`src/hw/icc_pkg.sv`:
```
package icc_pkg;

  // ---------------------------------------------------------------
  // Register map (byte addresses)
  // ---------------------------------------------------------------
  localparam logic [7:0] ICC_ADDR_CTRL_ONE = 8'h00;
  localparam logic [7:0] ICC_ADDR_CTRL_TWO = 8'h04;
  localparam logic [7:0] ICC_ADDR_DATA = 8'h08;
  localparam logic [7:0] ICC_ADDR_EVENTS = 8'h0C;

  // ---------------------------------------------------------------
  // Control one fields
  // ---------------------------------------------------------------
  localparam int ICC_POS_IDLE_HALT = 13;
  localparam int ICC_POS_TSEL = 10;
  localparam int ICC_POS_CPI = 5;
  localparam int ICC_POS_OVF = 4;
  localparam int ICC_POS_BNE = 3;
  localparam int ICC_POS_MODE = 0;

  // ---------------------------------------------------------------
  // Control two fields
  // ---------------------------------------------------------------
  localparam int ICC_POS_CASCADE = 8;
  localparam int ICC_POS_TRIG = 7;
  localparam int ICC_POS_TSTAT = 6;
  localparam int ICC_POS_SRC = 0;
  localparam logic [15:0] ICC_RESET_CTRL_ONE = 16'h0000;
  localparam logic [4:0] ICC_RESET_SRC = 5'h0D;

  // ---------------------------------------------------------------
  // Timebase codes
  // ---------------------------------------------------------------
  localparam logic [2:0] ICC_TB_T3 = 3'h0;
  localparam logic [2:0] ICC_TB_T2 = 3'h1;
  localparam logic [2:0] ICC_TB_T4 = 3'h2;
  localparam logic [2:0] ICC_TB_T5 = 3'h3;
  localparam logic [2:0] ICC_TB_T1 = 3'h4;
  localparam logic [2:0] ICC_TB_PCLK = 3'h7;

  // ---------------------------------------------------------------
  // Capture modes
  // ---------------------------------------------------------------
  localparam logic [2:0] ICC_MODE_OFF = 3'h0;
  localparam logic [2:0] ICC_MODE_EDGE = 3'h1;
  localparam logic [2:0] ICC_MODE_FALL = 3'h2;
  localparam logic [2:0] ICC_MODE_RISE = 3'h3;
  localparam logic [2:0] ICC_MODE_RISE4 = 3'h4;
  localparam logic [2:0] ICC_MODE_RISE16 = 3'h5;
  localparam logic [2:0] ICC_MODE_UNUSED = 3'h6;
  localparam logic [2:0] ICC_MODE_WAKE = 3'h7;

  localparam int ICC_FIFO_DEPTH = 4;
  localparam int ICC_CNT_WIDTH = 16;
  localparam int ICC_SRC_COUNT = 32;

  // ---------------------------------------------------------------
  // Carriers
  // ---------------------------------------------------------------
  typedef struct packed {
    logic t1;
    logic t2;
    logic t3;
    logic t4;
    logic t5;
  } icc_tick_type;

  typedef struct packed {
    logic [3:0] capture;
    logic [3:0] compare;
    logic [4:0] timer;
    logic [2:0] comparator;
    logic converter;
    logic charge_time;
    logic generator;
  } icc_src_type;

endpackage

```
`src/hw/icc_channel.sv`:
```
`timescale 1ns/100ps
// Function
// - Timebase select picks capture clock source
// - Code 100 uses timer one synchronous clock
// - Interrupt every one to four captures
// - Interrupt count ignored in modes 001/111
// - Overflow flag set on full-buffer capture
// - Not-empty flag while unread values remain
// - Mode 111 is rising-edge wake interrupt only
// - Mode 100 captures every fourth rising edge
// - Modes 000 and 110 disable channel
// - Cascade needs both pair bits set
// - Trigger status set by source, software writable
// - Source codes 11111/00000 select nothing
// - Codes 01111..01011 select timers five..one
// - Codes select capture and compare channels
// - Codes select charge unit, converter, comparators
// - Code 01010 selects trigger generator output
// - Four-entry FIFO holds captured values
// - Own 16-bit counter on selected clock
module icc_channel
  import icc_pkg::*;
#(
  parameter int CNT_WIDTH = ICC_CNT_WIDTH,
  parameter int DEPTH = ICC_FIFO_DEPTH
) (
  input wire logic clk_sys,
  input wire logic reset_n,
  input wire logic [31:0] haddr,
  input wire logic [1:0] htrans,
  input wire logic hwrite,
  input wire logic [2:0] hsize,
  input wire logic [31:0] hwdata,
  input wire logic hsel,
  input wire logic hready,
  output logic [31:0] hrdata,
  output logic hreadyout,
  output logic hresp,
  input wire logic capture_pin,
  input wire logic cpu_idle,
  input wire logic cpu_sleep,
  input wire icc_tick_type timer_tick,
  input wire icc_src_type sync_sources,
  input wire logic partner_cascade,
  output logic cascade_active,
  output logic capture_event,
  output logic capture_irq
);

  // ---------------------------------------------------------------
  // Registers
  // ---------------------------------------------------------------
  logic idle_halt;
  logic [2:0] timebase_select;
  logic [1:0] captures_per_irq;
  logic buffer_overflow_flag;
  logic [2:0] capture_mode_sel;
  logic cascade_enable;
  logic trigger_not_sync;
  logic trigger_running_status;
  logic [4:0] source_select;
  logic [CNT_WIDTH-1:0] capture_counter;
  logic [CNT_WIDTH-1:0] fifo_mem [DEPTH];
  logic [1:0] rd_ptr;
  logic [1:0] wr_ptr;
  logic [2:0] fill;
  logic [1:0] irq_count;
  logic [3:0] pre_count;
  logic pin_prev;

  // ---------------------------------------------------------------
  // Bus address phase
  // ---------------------------------------------------------------
  logic ph_valid;
  logic ph_write;
  logic [7:0] ph_addr;
  wire bus_take = hsel && hready && htrans[1];
  wire wr_one = ph_valid && ph_write && ph_addr == ICC_ADDR_CTRL_ONE;
  wire wr_two = ph_valid && ph_write && ph_addr == ICC_ADDR_CTRL_TWO;
  wire rd_data = ph_valid && !ph_write && ph_addr == ICC_ADDR_DATA;

  always_ff @(posedge clk_sys or negedge reset_n) begin
    if (!reset_n) begin
      ph_valid <= 1'b0;
      ph_write <= 1'b0;
      ph_addr <= 8'h00;
    end else if (hready) begin
      ph_valid <= bus_take;
      ph_write <= hwrite;
      ph_addr <= haddr[7:0];
    end
  end

  assign hreadyout = 1'b1;
  assign hresp = 1'b0;

  // ---------------------------------------------------------------
  // Mode decode
  // ---------------------------------------------------------------
  // Idle halt also clears the counter to zero and blocks captures
  wire halted = idle_halt && cpu_idle;
  wire mode_off = capture_mode_sel == ICC_MODE_OFF
    || capture_mode_sel == ICC_MODE_UNUSED;
  wire mode_wake = capture_mode_sel == ICC_MODE_WAKE;
  wire active = !mode_off && !mode_wake && !halted;
  assign cascade_active = cascade_enable && partner_cascade;

  // Timebase tick selection
  wire tb_tick = (timebase_select == ICC_TB_PCLK) ? 1'b1 :
    (timebase_select == ICC_TB_T3) ? timer_tick.t3 :
    (timebase_select == ICC_TB_T2) ? timer_tick.t2 :
    (timebase_select == ICC_TB_T4) ? timer_tick.t4 :
    (timebase_select == ICC_TB_T5) ? timer_tick.t5 :
    (timebase_select == ICC_TB_T1) ? timer_tick.t1 :
    1'b0;

  // ---------------------------------------------------------------
  // Source selection, one vector indexed by code
  // ---------------------------------------------------------------
  // Reserved and none codes stay zero
  wire [ICC_SRC_COUNT-1:0] src_vec = {
    1'b0, 1'b0, 1'b0,
    sync_sources.charge_time,
    sync_sources.converter,
    sync_sources.comparator,
    4'h0,
    sync_sources.capture,
    sync_sources.timer,
    sync_sources.generator,
    5'h00,
    sync_sources.compare,
    1'b0
  };
  wire src_pulse = src_vec[source_select];

  // ---------------------------------------------------------------
  // Edge detection and prescale
  // ---------------------------------------------------------------
  wire rise = capture_pin && !pin_prev;
  wire fall = !capture_pin && pin_prev;
  logic edge_hit;
  always_comb begin
    edge_hit = 1'b0;
    case (capture_mode_sel)
      ICC_MODE_EDGE: edge_hit = rise || fall;
      ICC_MODE_FALL: edge_hit = fall;
      ICC_MODE_RISE: edge_hit = rise;
      ICC_MODE_RISE4: edge_hit = rise && pre_count[1:0] == 2'h3;
      ICC_MODE_RISE16: edge_hit = rise && pre_count == 4'hF;
      default: edge_hit = 1'b0;
    endcase
  end
  // Trigger mode only captures while the running status is set, by the source or by software
  wire run_ok = !trigger_not_sync || trigger_running_status;
  wire cap = active && edge_hit && run_ok;
  wire full = fill == 3'(DEPTH);
  wire push = cap && !full;
  wire pop = rd_data && fill != 3'h0;
  assign capture_event = cap;

  always_ff @(posedge clk_sys or negedge reset_n) begin
    if (!reset_n) begin
      pin_prev <= 1'b0;
      pre_count <= 4'h0;
    end else begin
      pin_prev <= capture_pin;
      if (!active) begin
        pre_count <= 4'h0;
      end else if (rise) begin
        pre_count <= pre_count + 4'h1;
      end
    end
  end

  // ---------------------------------------------------------------
  // Counter
  // ---------------------------------------------------------------
  always_ff @(posedge clk_sys or negedge reset_n) begin
    if (!reset_n) begin
      capture_counter <= '0;
    end else if (!active || !run_ok) begin
      capture_counter <= '0;
    end else if (!trigger_not_sync && src_pulse) begin
      capture_counter <= '0;
    end else if (tb_tick) begin
      capture_counter <= capture_counter + CNT_WIDTH'(1);
    end
  end

  // ---------------------------------------------------------------
  // FIFO
  // ---------------------------------------------------------------
  always_ff @(posedge clk_sys) begin
    if (push) begin
      fifo_mem[wr_ptr] <= capture_counter;
    end
  end

  always_ff @(posedge clk_sys or negedge reset_n) begin
    if (!reset_n) begin
      wr_ptr <= 2'h0;
      rd_ptr <= 2'h0;
      fill <= 3'h0;
    end else begin
      if (push) begin
        wr_ptr <= wr_ptr + 2'h1;
      end
      if (pop) begin
        rd_ptr <= rd_ptr + 2'h1;
      end
      fill <= fill + 3'(push) - 3'(pop);
    end
  end

  // Overflow clears once the buffer drains to empty or the mode is off
  always_ff @(posedge clk_sys or negedge reset_n) begin
    if (!reset_n) begin
      buffer_overflow_flag <= 1'b0;
    end else if (cap && full) begin
      buffer_overflow_flag <= 1'b1;
    end else if (fill == 3'h0 || mode_off) begin
      buffer_overflow_flag <= 1'b0;
    end
  end

  // ---------------------------------------------------------------
  // Interrupt counting
  // ---------------------------------------------------------------
  wire cpi_bypass = capture_mode_sel == ICC_MODE_EDGE;
  wire wake_irq = mode_wake && rise && (cpu_sleep || cpu_idle);
  wire next_irq = wake_irq
    || (cap && (cpi_bypass || irq_count == captures_per_irq));

  always_ff @(posedge clk_sys or negedge reset_n) begin
    if (!reset_n) begin
      irq_count <= 2'h0;
      capture_irq <= 1'b0;
    end else begin
      capture_irq <= next_irq;
      if (!active || wr_one) begin
        irq_count <= 2'h0;
      end else if (cap) begin
        irq_count <= (irq_count == captures_per_irq) ? 2'h0
          : irq_count + 2'h1;
      end
    end
  end

  // ---------------------------------------------------------------
  // Control registers
  // ---------------------------------------------------------------
  always_ff @(posedge clk_sys or negedge reset_n) begin
    if (!reset_n) begin
      idle_halt <= ICC_RESET_CTRL_ONE[ICC_POS_IDLE_HALT];
      timebase_select <= ICC_TB_T3;
      captures_per_irq <= 2'h0;
      capture_mode_sel <= ICC_MODE_OFF;
      cascade_enable <= 1'b0;
      trigger_not_sync <= 1'b0;
      source_select <= ICC_RESET_SRC;
    end else begin
      if (wr_one) begin
        idle_halt <= hwdata[ICC_POS_IDLE_HALT];
        timebase_select <= hwdata[ICC_POS_TSEL +: 3];
        captures_per_irq <= hwdata[ICC_POS_CPI +: 2];
        capture_mode_sel <= hwdata[ICC_POS_MODE +: 3];
      end
      if (wr_two) begin
        cascade_enable <= hwdata[ICC_POS_CASCADE];
        trigger_not_sync <= hwdata[ICC_POS_TRIG];
        source_select <= hwdata[ICC_POS_SRC +: 5];
      end
    end
  end

  // Source set wins over a software clear in the same cycle
  always_ff @(posedge clk_sys or negedge reset_n) begin
    if (!reset_n) begin
      trigger_running_status <= 1'b0;
    end else if (trigger_not_sync && src_pulse) begin
      trigger_running_status <= 1'b1;
    end else if (wr_two) begin
      trigger_running_status <= hwdata[ICC_POS_TSTAT];
    end
  end

  // ---------------------------------------------------------------
  // Read data
  // ---------------------------------------------------------------
  wire [15:0] ctrl_one = {2'h0, idle_halt, timebase_select, 3'h0,
    captures_per_irq, buffer_overflow_flag, fill != 3'h0,
    capture_mode_sel};
  wire [15:0] ctrl_two = {7'h00, cascade_enable, trigger_not_sync,
    trigger_running_status, 1'b0, source_select};
  // Read data follows the data phase so a pop returns what it removes
  always_comb begin
    hrdata = 32'h0000_0000;
    if (ph_valid && !ph_write) begin
      case (ph_addr)
        ICC_ADDR_CTRL_ONE: hrdata = {16'h0000, ctrl_one};
        ICC_ADDR_CTRL_TWO: hrdata = {16'h0000, ctrl_two};
        ICC_ADDR_DATA: hrdata = {16'h0000, fifo_mem[rd_ptr]};
        ICC_ADDR_EVENTS: hrdata = {29'h0, fill};
        default: hrdata = 32'h0000_0000;
      endcase
    end
  end

  // ---------------------------------------------------------------
  // Checks
  // ---------------------------------------------------------------
  property p_off_no_cap;
    @(posedge clk_sys) disable iff (!reset_n)
    mode_off |-> !capture_event;
  endproperty
  a_off_no_cap: assert property (p_off_no_cap)
    else $error("capture while disabled");
  property p_full_ovf;
    @(posedge clk_sys) disable iff (!reset_n)
    (cap && full) |=> buffer_overflow_flag;
  endproperty
  a_full_ovf: assert property (p_full_ovf)
    else $error("overflow flag not set");
  property p_fill_push;
    @(posedge clk_sys) disable iff (!reset_n)
    (push && !pop) |=> fill == $past(fill) + 3'h1;
  endproperty
  a_fill_push: assert property (p_fill_push)
    else $error("push did not grow fill");
  property p_depth;
    @(posedge clk_sys) disable iff (!reset_n)
    fill <= 3'(DEPTH);
  endproperty
  a_depth: assert property (p_depth)
    else $error("fifo overfilled");
  property p_pop;
    @(posedge clk_sys) disable iff (!reset_n)
    (pop && !push && fill == 3'h1) |=> ctrl_one[ICC_POS_BNE] == 1'b0;
  endproperty
  a_pop: assert property (p_pop)
    else $error("not-empty stuck after last pop");
  property p_halt;
    @(posedge clk_sys) disable iff (!reset_n)
    halted |=> capture_counter == '0;
  endproperty
  a_halt: assert property (p_halt)
    else $error("counter ran in idle halt");
  property p_irq4;
    @(posedge clk_sys) disable iff (!reset_n)
    (capture_mode_sel == ICC_MODE_RISE && captures_per_irq == 2'h3
      && cap && irq_count == 2'h0) |=> !capture_irq;
  endproperty
  a_irq4: assert property (p_irq4)
    else $error("irq too early");
  property p_tstat;
    @(posedge clk_sys) disable iff (!reset_n)
    (trigger_not_sync && src_pulse) |=> trigger_running_status;
  endproperty
  a_tstat: assert property (p_tstat)
    else $error("trigger status not set");

endmodule

```
`config.mk`:
```
export PLATFORM = sky130hd
export DESIGN_NAME = icc_channel
export DESIGN_NICKNAME = d
export VERILOG_FILES = /design/src/hw/icc_pkg.sv /design/src/hw/icc_channel.sv
export SDC_FILE = /design/constraint.sdc
export NUM_CORES = 1
export LEC_CHECK = 0
export BUFFER_PORTS_ARGS = -buffer_cell sky130_fd_sc_hd__buf_2
export CAP_MARGIN = 0
export CORE_MARGIN = 2
export CORE_UTILIZATION = 45
export CTS_CLUSTER_SIZE = 28
export DETAILED_ROUTE_END_ITERATION = 16
export GPL_TIMING_DRIVEN = 0
export PLACE_DENSITY = 0.69
export SYNTH_ARGS = -nofsm -noshare
export SYNTH_HDL_FRONTEND = slang
export SYNTH_SLANG_ARGS = --single-unit
```
`constraint.sdc`:
```
create_clock -name clk_sys -period 6.3 [get_ports clk_sys]
set_clock_uncertainty 0.15 [all_clocks]
set_input_delay 1.89 -clock clk_sys [delete_from_list [all_inputs] [get_ports clk_sys]]
set_output_delay 1.89 -clock clk_sys [all_outputs]
set_load 0.01 [all_outputs]
```
==> flow_summary_export.csv <==
group,metric,value,unit
die,start_util,45.5,%
worst_setup_path,crit_cells,8,
finish,layout.nets,649,
placement,place_ws,0.816,ns
die,ios,139,
run_status,run_status,"finished, final reports clean",
worst_setup_path,cp_num_buf_inv,4,
power_and_ir_drop,power_density,299,mW/mm^2
synth,synth_cell_types,62,
global_route,grt_antenna_before_repair,0,
finish,design_area,0.00721,mm^2
clock_tree,clock-sinks,123,
clock_tree,clk_pin_slew_worst_paths,0.05,ns
global_route,grt_pass1_vias,3816,
worst_setup_path,crit_family,"compound AO/OA/AOI/OAI gates",
die,die_area,0.0142,mm^2
finish,final_cells,725,
timing,worst_slew_pin_slew,0.923,ns
finish,drive_above_1_share,39.2,%
detailed_routing,drtIter0Drc,295,
placement,routabilityCongestion,0.824,
power_and_ir_drop,ir_drop,0.189,mV
worst_setup_path,end_kind,"output pin",
clock_tree,htreeDepth,4,
hold_path,min_to,"ph_addr[0]$_DFFE_PN0P_",
detailed_routing,vias_per_cell,5.24,
placement,dpl.cell_count,693,
power_and_ir_drop,total_power,2.16,mW
synth,ys_ff_latch,123,
clock_tree,clk_latency,0.41,ns
synth,synthCells,428,
global_route,grt-ovfl-total,0,
detailed_routing,num_vias,3796,
clock_tree,post_cts_buffers,0,
timing,period_share,86.9,%
timing,maxSlewViolCount,0,
die,core,0.0131,mm^2
worst_setup_path,crit_path_start_kind,"input pin",
timing,setup-tns-final,0,ns
worst_setup_path,slowest_stage,"o21ai_2",
worst_setup_path,crit_arrival,3.43,ns
worst_setup_path,r2r-end,"fill[2]$_DFF_PN0_",
die,num_rows,42,
worst_setup_path,timing.rr.start,"ph_addr[5]$_DFFE_PN0P_",
timing,setup_viol,0,
timing,period_needed,5.47,ns
clock_tree,cts_tree,"done",
hold_path,min_path_cells,1,
detailed_routing,detail_route.wl_per_cell,16.9,um
worst_setup_path,critPathKind,"in -> out",
synth,ys_async_sr_fraction,48.0,%
timing,fmax,183,MHz
synth,ys_warn_count,0,
worst_setup_path,path_cells,"buf_2, ha_1, buf_4, mux2_2, a31o_2, o21ai_2, inv_1, buf_2",
clock_tree,cts_buffers,17,
placement,dpl.hpwl,8450,um
die,die_x,119,um
finish,syn2layout_area_growth,21.3,%
global_route,grt.total_usage,18.4,%
hold_path,hold_class,"reg -> reg",
die,die_h,119,um
synth,synth.avg_cell_area,13.9,um^2
finish,fin_util,55.1,%
worst_setup_path,timing.critical_path.mode_cell,"buf_2",
detailed_routing,wl,12200,um
timing,holdWs,0.363,ns
placement,port_buffers,73,
worst_setup_path,rrSetupSlack,2.98,ns
worst_setup_path,critical_path.max_fanout,7,
placement,placed_cell_area,0.00659,mm^2
timing,slew_headroom,38.5,%
worst_setup_path,rr_worst_depth,11,
global_route,grt_pass1_wl,19900,um
clock_tree,cts_resized,0,
global_route,grt_max_degree,60,
worst_setup_path,critPathMaxStageDelay,0.35,ns
clock_tree,cts_max_path_buffers,2,
synth,synth-edff-count,64,
timing,final_hold_viol_count,0,
finish,n_fill_cell,1096,
clock_tree,cts_hold_buf,0,
detailed_routing,drtAntennaViolNets,0,
synth,ys.flop_type,"edfxtp_1",
clock_tree,ctsRootBufferMaster,"clkbuf_16",
timing,finalWorstSetupSlack,0.826,ns
job,maxCapViolations,0,
worst_setup_path,worstPathRequired,4.26,ns
detailed_routing,first_pass_iters,4,
power_and_ir_drop,power_leakage,3.03,nW
detailed_routing,drc,0,
synth,syn_area,0.00595,mm^2
hold_path,min_from,"ph_addr[0]$_DFFE_PN0P_",
timing,rsz0062_at_grt,"false",
finish,n_antenna_cell,0,
synth,ys_seq_area_share,57.2,%
[sequential cells by signal (all words and copies together) (netlist names), 2 cells and up]
signal / count
fifo_mem: 64
capture_counter: 16
ph_addr: 8
source_select: 5
pre_count: 4
capture_mode_sel: 3
fill: 3
timebase_select: 3
captures_per_irq: 2
irq_count: 2
rd_ptr: 2
wr_ptr: 2
[routing by layer]
layer / track usage [%] / up-vias / share of wire, % / wire, um
met2: 30.4 / 117 / 50 / 6110
met3: 5.46 / 9 / 5.9 / 717
met1: 23.8 / 1895 / 43 / 5300
met5: 0 / - / 0 / 0
met4: 4.69 / 0 / 0.91 / 111
li1: - / 1775 / - / -
[report_power, final]
group          total, mW  internal [mW]  switching, mW
registers          0.930          0.889         0.0412
logic              0.219          0.105          0.114
clock network       1.01          0.647          0.363
[cells in the final DEF, fill, tap and decap left out, drive strengths merged, types with 3 or more instances in the layout]
cell type	instances
and2	5
nand3	8
edfxtp	64
inv	18
nor2b	9
conb	18
nor2	38
nand2b	3
dfstp	3
and3	3
and2b	3
clkinvlp	3
bufinv	3
mux4	19
o21ai	11
xor2	12
mux2i	10
clkinv	3
clkbuf	26
buf	100
or3	7
nand4	12
ha	10
a21oi	17
a22oi	5
dfrtp	56
xnor2	7
mux2	34
nand2	10
[synthesized netlist by cell type, drive strengths merged (9+ instances only)]
master  number  area [um^2]
buf         27          195
nor2b        9         56.3
mux2        34          383
nand2       10         37.5
inv         15         56.3
a21oi       17          100
nor2        38          165
nand4       12         75.1
o21ai       11         58.8
ha          10          125
mux2i       10          100
mux4        19          428
edfxtp      64         1920
xor2        12          105
dfrtp       56         1400
[cells by family after synthesis]
group	count (synthesis)	synth area share [%]
XOR/XNOR	19	2.80
buffers and inverters	48	5.11
flip-flops	123	57.2
AO/OA/AOI/OAI	49	6.10
adder cells (fa/ha/maj)	11	2.44
AND/OR/NAND/NOR	113	10.9
other	2	0.126
multiplexers	63	15.3
[area by class of cell]
class	count	area [um^2]	area share, %
buffer	33	248	3.43
clock buffer	20	457	6.33
clock inverter	12	161	2.24
inverter	15	56.3	0.780
multi-input combinational	273	2300	31.9
sequential	123	3400	47.2
tap	176	220	3.05
timing repair buffer	73	368	5.10
[worst max-delay path by stage]
stage                               end  slack (ns)   startpoint
after floorplan           capture_event        1.18  capture_pin
after global placement    capture_event        0.87  capture_pin
after detailed placement  capture_event        0.82  capture_pin
after CTS                 capture_event        0.81  capture_pin
after global routing      capture_event        0.75  capture_pin
final                     capture_event        0.83  capture_pin
Power figures use the tool's default switching activity.
